==> config.mk <==
export PLATFORM = sky130hd
export DESIGN_NAME = pccr_cfg_regs
export DESIGN_NICKNAME = d
export VERILOG_FILES = /design/src/pccr_event_sync.v /design/src/pccr_cfg_regs.v
export VERILOG_INCLUDE_DIRS = /design/src
export SDC_FILE = /design/constraint.sdc
export NUM_CORES = 1
export LEC_CHECK = 0
export BUFFER_PORTS_ARGS = -buffer_cell sky130_fd_sc_hd__buf_4
export CAP_MARGIN = 20
export CELL_PAD_IN_SITES_DETAIL_PLACEMENT = 2
export CELL_PAD_IN_SITES_GLOBAL_PLACEMENT = 2
export CORE_ASPECT_RATIO = 1.5
export CORE_UTILIZATION = 17
export CTS_CLUSTER_DIAMETER = 200
export DETAILED_ROUTE_END_ITERATION = 10
export MAX_ROUTING_LAYER = met4
export PLACE_DENSITY_LB_ADDON = 0.1
export SYNTH_ARGS = -nofsm -noshare
export SYNTH_HDL_FRONTEND = slang
export SYNTH_SLANG_ARGS = --single-unit
export TNS_END_PERCENT = 100
==> constraint.sdc <==
create_clock -name mclk_in -period 3.8 [get_ports mclk_in]
set_input_delay 0.76 -clock mclk_in [delete_from_list [all_inputs] [get_ports mclk_in]]
set_output_delay 0.76 -clock mclk_in [all_outputs]
set_load 0.01 [all_outputs]
==> src/pccr_defines.vh <==
`ifndef PCCR_DEFINES_VH
`define PCCR_DEFINES_VH
// Register offsets
`define PCCR_OFF_CMD_STAT 8'h04
`define PCCR_OFF_CLASS_REV 8'h08
// Command/status bit positions
`define PCCR_BIT_IO_SPACE 0
`define PCCR_BIT_MEM_SPACE 1
`define PCCR_BIT_BUS_MASTER 2
`define PCCR_BIT_PARITY_RESP 6
`define PCCR_BIT_SYS_ERR_RESP 8
`define PCCR_BIT_NEW_CAPS 20
`define PCCR_BIT_PARITY_SEEN 31
// Option register bit that mirrors into new capabilities
`define PCCR_BIT_OPT_PM_CAP 19
// Host status system-error bit
`define PCCR_BIT_HOST_SYS_ERR 13
// Byte lanes that carry the writable fields
`define PCCR_LANE_CMD_LO 0
`define PCCR_LANE_CMD_HI 1
`define PCCR_LANE_STAT_HI 3
// Reset values
`define PCCR_RST_IO_SPACE 1'b1
`define PCCR_RST_MEM_SPACE 1'b1
`define PCCR_RST_BUS_MASTER 1'b1
`define PCCR_RST_PARITY_RESP 1'b0
`define PCCR_RST_SYS_ERR_RESP 1'b1
// Class code fields
`define PCCR_BASE_CLASS 8'h02
`define PCCR_SUBCLASS 8'h00
`define PCCR_RESERVED_BYTE 8'h00
`endif

==> src/pccr_event_sync.v <==
`timescale 1ns/1ps
`include "pccr_defines.vh"
// Three-stage synchroniser for an outside pulse; emits one-cycle pulse on rise
module pccr_event_sync (
  input wire mclk_in,
  input wire reset_in,
  input wire async_in,
  output wire pulse_out
);
  reg stage1_ff;
  reg stage2_ff;
  reg stage3_ff;
  reg seen_ff;
  always @(posedge mclk_in) begin
    if (reset_in) begin
      stage1_ff <= 1'b0;
      stage2_ff <= 1'b0;
      stage3_ff <= 1'b0;
      seen_ff <= 1'b0;
    end else begin
      stage1_ff <= async_in;
      stage2_ff <= stage1_ff;
      stage3_ff <= stage2_ff;
      if (stage2_ff == stage3_ff) begin
        seen_ff <= stage3_ff;
      end
    end
  end
  // Change counts once stages two and three agree
  assign pulse_out = (stage2_ff == stage3_ff) && stage3_ff && !seen_ff;
endmodule // pccr_event_sync

==> src/pccr_cfg_regs.v <==
`timescale 1ns/1ps
`include "pccr_defines.vh"
// Functional notes
// - New-capabilities bit mirrors option bit 19
// - Sys-error enable set drives system error on address parity errors only
// - Bus mastering only while master enable set
// - Memory decoding only while memory enable set
// - I/O control: zero enables, one disables
// - Base class code 02h in bits 31:24
// - Subclass 00h bits 23:16, 15:8 reserved
// - Fixed revision and step numbers, four bits
// - Parity-seen flag sets on every parity error
module pccr_cfg_regs #(
  parameter [3:0] REVISION_NUMBER = 4'h0, // Arbitrary value
  parameter [3:0] STEP_NUMBER = 4'h0 // Arbitrary value
) (
  input wire mclk_in,
  input wire reset_in,
  input wire cfg_wr_in,
  input wire cfg_rd_in,
  input wire [7:0] cfg_addr_in,
  input wire [31:0] cfg_wdata_in,
  input wire [3:0] cfg_be_in,
  output reg [31:0] cfg_rdata_out,
  output reg cfg_rvalid_out,
  input wire [31:0] option_config_reg_in,
  input wire addr_parity_err_in,
  input wire data_parity_err_in,
  input wire master_req_in,
  input wire mem_access_in,
  input wire io_access_in,
  output wire master_start_out,
  output wire mem_decode_out,
  output wire io_decode_out,
  output reg sys_err_n_out,
  output reg sys_err_n_oe_out,
  output reg host_sys_err_set_out,
  output wire bus_master_enable_out,
  output wire mem_space_enable_out,
  output wire io_space_control_out,
  output wire parity_resp_enable_out,
  output wire sys_err_resp_enable_out
);
  // Parity error sources, one synchroniser each
  localparam PERR_SOURCES = 2;
  localparam PERR_ADDR = 0;
  localparam PERR_DATA = 1;
  reg io_space_control_ff;
  reg mem_space_enable_ff;
  reg bus_master_enable_ff;
  reg parity_resp_enable_ff;
  reg sys_err_resp_enable_ff;
  reg parity_error_seen_flag_ff;
  reg [31:0] cmd_stat_word;
  wire [PERR_SOURCES-1:0] perr_raw;
  wire [PERR_SOURCES-1:0] perr_pulse;
  wire addr_perr_pulse;
  wire data_perr_pulse;
  wire any_perr;
  wire wr_cmd;
  wire wr_lane_lo;
  wire wr_lane_hi;
  wire wr_lane_stat;
  wire rd_cmd;
  wire rd_cls;
  wire [31:0] class_rev_word;
  genvar gi;

  //////////////////////////////////////////////////////////////////////////////
  // Offset match shared by the write and read decoders
  function addr_hit;
    input [7:0] addr;
    input [7:0] offset;
    begin
      addr_hit = (addr == offset);
    end
  endfunction

  //////////////////////////////////////////////////////////////////////////////
  // Parity error inputs come from pins
  assign perr_raw[PERR_ADDR] = addr_parity_err_in;
  assign perr_raw[PERR_DATA] = data_parity_err_in;
  generate
    for (gi = 0; gi < PERR_SOURCES; gi = gi + 1) begin : g_perr_sync
      pccr_event_sync u_sync (
        .mclk_in(mclk_in),
        .reset_in(reset_in),
        .async_in(perr_raw[gi]),
        .pulse_out(perr_pulse[gi])
      );
    end
  endgenerate
  assign addr_perr_pulse = perr_pulse[PERR_ADDR];
  assign data_perr_pulse = perr_pulse[PERR_DATA];
  assign any_perr = addr_perr_pulse | data_perr_pulse;

  //////////////////////////////////////////////////////////////////////////////
  // Command bits: only defined fields are stored, each by its own byte lane
  assign wr_cmd = cfg_wr_in && addr_hit(cfg_addr_in, `PCCR_OFF_CMD_STAT);
  assign wr_lane_lo = wr_cmd && cfg_be_in[`PCCR_LANE_CMD_LO];
  assign wr_lane_hi = wr_cmd && cfg_be_in[`PCCR_LANE_CMD_HI];
  assign wr_lane_stat = wr_cmd && cfg_be_in[`PCCR_LANE_STAT_HI];

  always @(posedge mclk_in) begin
    if (reset_in) begin
      io_space_control_ff <= `PCCR_RST_IO_SPACE;
    end else if (wr_lane_lo) begin
      io_space_control_ff <= cfg_wdata_in[`PCCR_BIT_IO_SPACE];
    end
  end

  always @(posedge mclk_in) begin
    if (reset_in) begin
      mem_space_enable_ff <= `PCCR_RST_MEM_SPACE;
    end else if (wr_lane_lo) begin
      mem_space_enable_ff <= cfg_wdata_in[`PCCR_BIT_MEM_SPACE];
    end
  end

  always @(posedge mclk_in) begin
    if (reset_in) begin
      bus_master_enable_ff <= `PCCR_RST_BUS_MASTER;
    end else if (wr_lane_lo) begin
      bus_master_enable_ff <= cfg_wdata_in[`PCCR_BIT_BUS_MASTER];
    end
  end

  always @(posedge mclk_in) begin
    if (reset_in) begin
      parity_resp_enable_ff <= `PCCR_RST_PARITY_RESP;
    end else if (wr_lane_lo) begin
      parity_resp_enable_ff <= cfg_wdata_in[`PCCR_BIT_PARITY_RESP];
    end
  end

  always @(posedge mclk_in) begin
    if (reset_in) begin
      sys_err_resp_enable_ff <= `PCCR_RST_SYS_ERR_RESP;
    end else if (wr_lane_hi) begin
      sys_err_resp_enable_ff <= cfg_wdata_in[`PCCR_BIT_SYS_ERR_RESP];
    end
  end

  //////////////////////////////////////////////////////////////////////////////
  // Parity-seen flag: write one clears, a new error wins over the clear
  always @(posedge mclk_in) begin
    if (reset_in) begin
      parity_error_seen_flag_ff <= 1'b0;
    end else if (any_perr) begin
      parity_error_seen_flag_ff <= 1'b1;
    end else if (wr_lane_stat && cfg_wdata_in[`PCCR_BIT_PARITY_SEEN]) begin
      parity_error_seen_flag_ff <= 1'b0;
    end
  end

  //////////////////////////////////////////////////////////////////////////////
  // Error responses
  always @(posedge mclk_in) begin
    if (reset_in) begin
      sys_err_n_out <= 1'b1;
      sys_err_n_oe_out <= 1'b0;
      host_sys_err_set_out <= 1'b0;
    end else begin
      // Open-drain: drive low for one cycle per address parity error
      sys_err_n_out <= 1'b0;
      sys_err_n_oe_out <= addr_perr_pulse && sys_err_resp_enable_ff;
      // Disabled response leaves errors ignored
      host_sys_err_set_out <= any_perr && parity_resp_enable_ff;
    end
  end

  //////////////////////////////////////////////////////////////////////////////
  // Gated decode and mastering
  assign master_start_out = master_req_in && bus_master_enable_ff;
  assign mem_decode_out = mem_access_in && mem_space_enable_ff;
  assign io_decode_out = io_access_in && !io_space_control_ff;
  assign bus_master_enable_out = bus_master_enable_ff;
  assign mem_space_enable_out = mem_space_enable_ff;
  assign io_space_control_out = io_space_control_ff;
  assign parity_resp_enable_out = parity_resp_enable_ff;
  assign sys_err_resp_enable_out = sys_err_resp_enable_ff;

  //////////////////////////////////////////////////////////////////////////////
  // Read path
  assign rd_cmd = cfg_rd_in && addr_hit(cfg_addr_in, `PCCR_OFF_CMD_STAT);
  assign rd_cls = cfg_rd_in && addr_hit(cfg_addr_in, `PCCR_OFF_CLASS_REV);

  // Reserved and unmodelled status bits keep the zero loaded first
  always @* begin
    cmd_stat_word = 32'h0000_0000;
    cmd_stat_word[`PCCR_BIT_PARITY_SEEN] = parity_error_seen_flag_ff;
    cmd_stat_word[`PCCR_BIT_NEW_CAPS] = option_config_reg_in[`PCCR_BIT_OPT_PM_CAP];
    cmd_stat_word[`PCCR_BIT_SYS_ERR_RESP] = sys_err_resp_enable_ff;
    cmd_stat_word[`PCCR_BIT_PARITY_RESP] = parity_resp_enable_ff;
    cmd_stat_word[`PCCR_BIT_BUS_MASTER] = bus_master_enable_ff;
    cmd_stat_word[`PCCR_BIT_MEM_SPACE] = mem_space_enable_ff;
    cmd_stat_word[`PCCR_BIT_IO_SPACE] = io_space_control_ff;
  end

  assign class_rev_word = {`PCCR_BASE_CLASS,
                           `PCCR_SUBCLASS,
                           `PCCR_RESERVED_BYTE,
                           REVISION_NUMBER,
                           STEP_NUMBER};
  always @(posedge mclk_in) begin
    if (reset_in) begin
      cfg_rdata_out <= 32'h0000_0000;
      cfg_rvalid_out <= 1'b0;
    end else begin
      cfg_rvalid_out <= cfg_rd_in;
      if (rd_cmd) begin
        cfg_rdata_out <= cmd_stat_word;
      end else if (rd_cls) begin
        cfg_rdata_out <= class_rev_word;
      end else begin
        cfg_rdata_out <= 32'h0000_0000;
      end
    end
  end
endmodule // pccr_cfg_regs

== Yosys cells after proc, flatten, opt, wreduce, memory -nomap -nowiden ==
Index checks and enable logic that the tools add are counted.

* Memories kept: 0
* Flip-flop bits (word level): 50
* Memory bits (writable): 0
* Input port bits: 85
* Bits in latches: 0
* ROM bits: 0

* Order comparisons: 0
* Reduce and logical (&&, ||, !) cells: 21
* Shifts and indexed selects: 0
* Mux-type cells: 5
* Bitwise logic cells: 1
* Add/sub/neg operators: 0
* Divide/modulo/power cells: 0
* Equal/unequal tests: 4
* Multiply operators: 0

{| class="wikitable"
|+ Operators by type and width
! operator !! number
|-
| 2-to-1 mux 32 bit || 1
|-
| 2-to-1 mux 26 bit || 1
|-
| logical AND 1 bit || 16
|-
| == test 8 x 3 -> 1 bit (second input constant) || 1
|-
| == test 8 x 4 -> 1 bit (second input constant) || 1
|-
| logical NOT 1 bit || 3
|-
| 2-to-1 mux 1 bit || 3
|-
| == test 1 bit || 2
|-
| nonzero test 2 bit || 1
|-
| OR reduction 2 bit || 1
|-
| OR 1 bit || 1
|}

== Longest topological paths before layout ==
* Depth in word-level cells: 6
* Mapped depth: 4

== Modules after synthesis ==
A second synthesis with hierarchy kept.

* Cells, all modules: 111
* Area total of the unflattened synthesis: 1,097.3 sq um

{| class="wikitable"
|+ Modules (own cells, without submodules)
! module !! area each (sq um) !! cells each !! seq. area each (sq um) !! instances
|-
| pccr_cfg_regs || 834.6 || 89 || 360.3 || 1
|-
| pccr_event_sync || 131.4 || 11 || 80.1 || 2
|}

== Worst setup path before layout ==
OpenSTA, ideal clock, no wires.

* Kind: input port to flip-flop
* Start: input port cfg_addr_in[1]
* End: register bus_master_enable_ff, in the netlist bus_master_enable_out
* Stages on the path: 3
* Required time: 3,728 ps
* Path buffers: 0
* Data arrival time: 1,823 ps
* Slack: 1,905 ps
* Cell sequence: or4_4 > nor3_4 > mux2i_1

* Longest elaborated chain between the ends: 3

{| class="wikitable"
|+ RTL lines
! item !! line !! RTL
|-
| start: declaration || pccr_cfg_regs.v:21 || <nowiki>input wire [7:0] cfg_addr_in,</nowiki>
|-
| == test 8 x 3 -> 1 bit || pccr_cfg_regs.v:75 || <nowiki>addr_hit = (addr == offset);</nowiki>
|-
| logical AND 1 bit || pccr_cfg_regs.v:99 || <nowiki>assign wr_cmd = cfg_wr_in && addr_hit(cfg_addr_in, `PCCR_OFF_CMD_STAT);</nowiki>
|-
| logical AND 1 bit || pccr_cfg_regs.v:100 || <nowiki>assign wr_lane_lo = wr_cmd && cfg_be_in[`PCCR_LANE_CMD_LO];</nowiki>
|-
| end signal: assignment || pccr_cfg_regs.v:122 || <nowiki>bus_master_enable_ff <= `PCCR_RST_BUS_MASTER;</nowiki>
|-
| end signal: assignment || pccr_cfg_regs.v:124 || <nowiki>bus_master_enable_ff <= cfg_wdata_in[`PCCR_BIT_BUS_MASTER];</nowiki>
|-
| end: declaration || pccr_cfg_regs.v:50 || <nowiki>reg bus_master_enable_ff;</nowiki>
|}

Every way passes these cells.
A chain may end at the register's enable or synchronous reset.

== Worst setup path in the final report ==
* Start: input port mem_access_in
* End: output port mem_decode_out

* Longest elaborated chain between the ends: 1

{| class="wikitable"
|+ RTL lines
! item !! line !! RTL
|-
| start: declaration || pccr_cfg_regs.v:30 || <nowiki>input wire mem_access_in,</nowiki>
|-
| logical AND 1 bit || pccr_cfg_regs.v:175 || <nowiki>assign mem_decode_out = mem_access_in && mem_space_enable_ff;</nowiki>
|-
| end: declaration || pccr_cfg_regs.v:33 || <nowiki>output wire mem_decode_out,</nowiki>
|}

Every way passes these cells.

==> impl_metrics.env <==
export IMPL_dpl_cell_area_um2=1440
export IMPL_yosysUniqueCellTypes=21
export IMPL_grt_pass1_vias=873
export IMPL_synthCells=111
export IMPL_setup_tns_ns=0
export IMPL_worstPathMaxFanout=1
export IMPL_cts_setup_buffers=0
export IMPL_ios=129
export IMPL_syn_area_um2=1120
export IMPL_drtAntennaViolNets=0
export IMPL_rr_startpoint="g_perr_sync[0].u_sync.stage3_ff$_SDFF_PP0_"
export IMPL_nNetsFinal=246
export IMPL_dr_first_iter_drc_count=16
export IMPL_arrival_ns=1.15
export IMPL_p_comb_frac=0.106
export IMPL_globalRouteOverflowTotal=0
export IMPL_multi_input_area_um2=480
export IMPL_reg2regPathDepth=4
export IMPL_numCtsBuffers=3
export IMPL_syn_mean_instance_area_um2=10.1
export IMPL_die_h_um=101
export IMPL_startpoint_type="primary input"
export IMPL_min_path_cells=1
export IMPL_slowest_stage="and2_1"
export IMPL_slowest_delay_ns=0.15
export IMPL_place_port_buffers=46
export IMPL_avgViaCountPerCell=3.58
export IMPL_min_path_type="register to register"
export IMPL_fmax_ghz=0.523
export IMPL_drc=0
export IMPL_cts_sinks=26
export IMPL_clock_power_share=0.351
export IMPL_antenna_found_initial=0
export IMPL_seq_area_um2=520
export IMPL_holdPathEnd="g_perr_sync[1].u_sync.stage2_ff$_SDFF_PP0_"
export IMPL_fin_area_um2=1500
export IMPL_finalSetupViolations=0
export IMPL_firstDrtPassIters=3
export IMPL_cpMostUsedCell="buf_4"
export IMPL_status="complete, no violations"
export IMPL_cp_required_ns=3.04
export IMPL_ctsResizeCount=0
export IMPL_die_w_um=68.2
export IMPL_ys_ff_latch=26
export IMPL_ctsHoldBuffers=0
export IMPL_place_ws_ns=1.57
export IMPL_worstSkewPairLatency_ns=0.27
export IMPL_crit_path_end_kind="primary output"
export IMPL_grt_start_max_net_pins=21
export IMPL_leakage_nw=0.707
export IMPL_synth_warnings=0
export IMPL_fill_cells=741
export IMPL_diodes=0
export IMPL_tritoncts="built"
export IMPL_vias=830
export IMPL_min_from="g_perr_sync[1].u_sync.stage1_ff$_SDFF_PP0_"
export IMPL_p_sw_frac=0.227
export IMPL_final_setup_worst_slack_ns=1.89
export IMPL_gp_congestion=0.631
export IMPL_route_final_wire_length_mm=2.74
export IMPL_r2r_slack_ns=2.70
export IMPL_hold_viol=0
export IMPL_power_density_nw_per_um2=342
export IMPL_power_net_switching_w=0.000116
export IMPL_crit_type="primary input to primary output"
export IMPL_intPower_w=0.000396
export IMPL_fin_crit_ns=1.91
export IMPL_rsz0062_at_grt="false"
export IMPL_fin_skew_ns=0.00100
export IMPL_wire_per_inst_um=11.8
export IMPL_peakVddDrop_mv=0.116
export IMPL_r2r_end="parity_error_seen_flag_ff$_SDFFE_PP0P_"
export IMPL_cts_path_max_buffers=2
export IMPL_die_area_um2=6910
export IMPL_seq_area_frac_synth=0.466
export IMPL_clockRootBuffer="clkbuf_8"
export IMPL_core_area_um2=6260
export IMPL_initial_utilization=0.178
export IMPL_drv_slew=0
export IMPL_p_seq_frac=0.544
export IMPL_num_rows=35
export IMPL_final_period_utilization=0.503
export IMPL_track_usage=0.0869
export IMPL_drive_gt1_frac=0.342
export IMPL_cts_reportedPaths_clkPinSlew_ns=0.09
export IMPL_grt_pass1_wl_mm=4.26
export IMPL_htreeDepth=1
export IMPL_crit_chain="buf_4 > and2_1 > buf_4"
export IMPL_dp_hpwl_mm=2.29
export IMPL_cap_viol_max_count=0
export IMPL_syn2layout_area_growth_pct=34.0
==> final cells by class <==
cell class                 count  share of cell area
sequential                    26               0.348
tap                           74              0.0618
inverter                       1             0.00251
clock buffer                   4              0.0368
timing repair buffer          46               0.231
multi-input combinational     81               0.321
==> layer usage <==
| metal | up-vias | global-route usage | wire (um) |
|---|---|---|---|
| li1 | 401 | - | - |
| met1 | 387 | 0.0840 | 1020 |
| met2 | 40 | 0.167 | 1500 |
| met3 | 2 | 0.0101 | 197 |
| met4 | 0 | 0.0337 | 26 |
| met5 | - | - | 0 |
==> registers in the layout, summed over array words and instances (netlist names) <==
name	cells
mem_space_enable_out	1
cfg_rdata_out	8
io_space_control_out	1
sys_err_resp_enable_out	1
parity_error_seen_flag_ff	1
g_perr_sync.u_sync.stage3_ff	2
parity_resp_enable_out	1
g_perr_sync.u_sync.seen_ff	2
bus_master_enable_out	1
cfg_rvalid_out	1
g_perr_sync.u_sync.stage1_ff	2
sys_err_n_out	1
sys_err_n_oe_out	1
host_sys_err_set_out	1
g_perr_sync.u_sync.stage2_ff	2
==> synth_stat cells <==
cell,instances,share of area
buf_4,24,0.16
dfxtp_1,26,0.47
mux2i_1,7,0.063
and2_1,9,0.050
inv_1,1,0.0034
conb_1,1,0.0034
nor2_1,14,0.047
ha_1,2,0.022
clkbuf_1,1,0.0034
nand2_1,5,0.017
o31ai_1,1,0.0067
nor3_4,1,0.015
nor4b_4,1,0.021
and3_1,2,0.011
nor4b_1,1,0.0078
nor3_1,1,0.0045
a31oi_1,1,0.0056
buf_8,1,0.013
or4b_4,1,0.012
or4_4,1,0.010
nor2b_1,10,0.056
==> layout by cell type, fill, tap and decap left out, types with 2 or more instances in the layout <==
cell type  instances
mux2i_1            7
dfxtp_1           26
ha_1               2
conb_1            24
buf_4             46
nor2b_1           10
nand2_1            5
nor2_1            14
clkbuf_8           4
and2_1             9
and3_1             2
==> how the worst max path moves through the flow <==
stage	from	cells after the start	slack (ns)	endpoint
4_1_cts	cfg_addr_in[1]	4	1.85	cfg_rdata_out[31]$_SDFF_PP0_
2_1_floorplan	cfg_addr_in[1]	3	1.91	bus_master_enable_out$_SDFFE_PP1P_
3_3_place_gp	cfg_addr_in[1]	4	1.53	cfg_rdata_out[31]$_SDFF_PP0_
3_5_place_dp	cfg_addr_in[1]	4	1.57	cfg_rdata_out[31]$_SDFF_PP0_
6_report	mem_access_in	3	1.89	mem_decode_out
5_1_grt	cfg_addr_in[1]	4	1.80	cfg_rdata_out[31]$_SDFF_PP0_
==> cell families (layout without fill, tap and decap cells) <==
kind of cell | Yosys count | after routing | synth area share
buf+inv | 27 | 51 | 0.181
other cells | 1 | 24 | 0.00336
mux | 7 | 7 | 0.0627
compound gates | 2 | 2 | 0.0123
flops | 26 | 26 | 0.466
fa+ha+maj | 2 | 2 | 0.0224
simple gates | 46 | 46 | 0.252
==> through the flow <==
stage           util  instances  hold slack, ns  total power, W
2_1_floorplan      -        134           0.414        0.000329
6_report       0.239        232           0.447        0.000512
3_5_place_dp   0.230        228           0.426        0.000339
4_1_cts        0.239        232           0.454        0.000523
3_3_place_gp   0.230        228           0.419        0.000337
5_1_grt        0.239        232           0.471        0.000539
==> critical path: cells and delay by family <==
kind          cells  cell delay, ns
buf+inv           2            0.24
simple gates      1            0.15
==> power groups by stage <==
| stage | Sequential [W] | Clock (W) | Combinational [W] |
|---|---|---|---|
| 2_1_floorplan | 0.000285 | 0 | 0.0000446 |
| 3_3_place_gp | 0.000284 | 0 | 0.0000523 |
| 3_5_place_dp | 0.000285 | 0 | 0.0000543 |
| 4_1_cts | 0.000278 | 0.000191 | 0.0000545 |
| 5_1_grt | 0.000279 | 0.000200 | 0.0000602 |
| 6_report | 0.000278 | 0.000179 | 0.0000541 |
No activity file was read; power rests on OpenSTA's default activity.
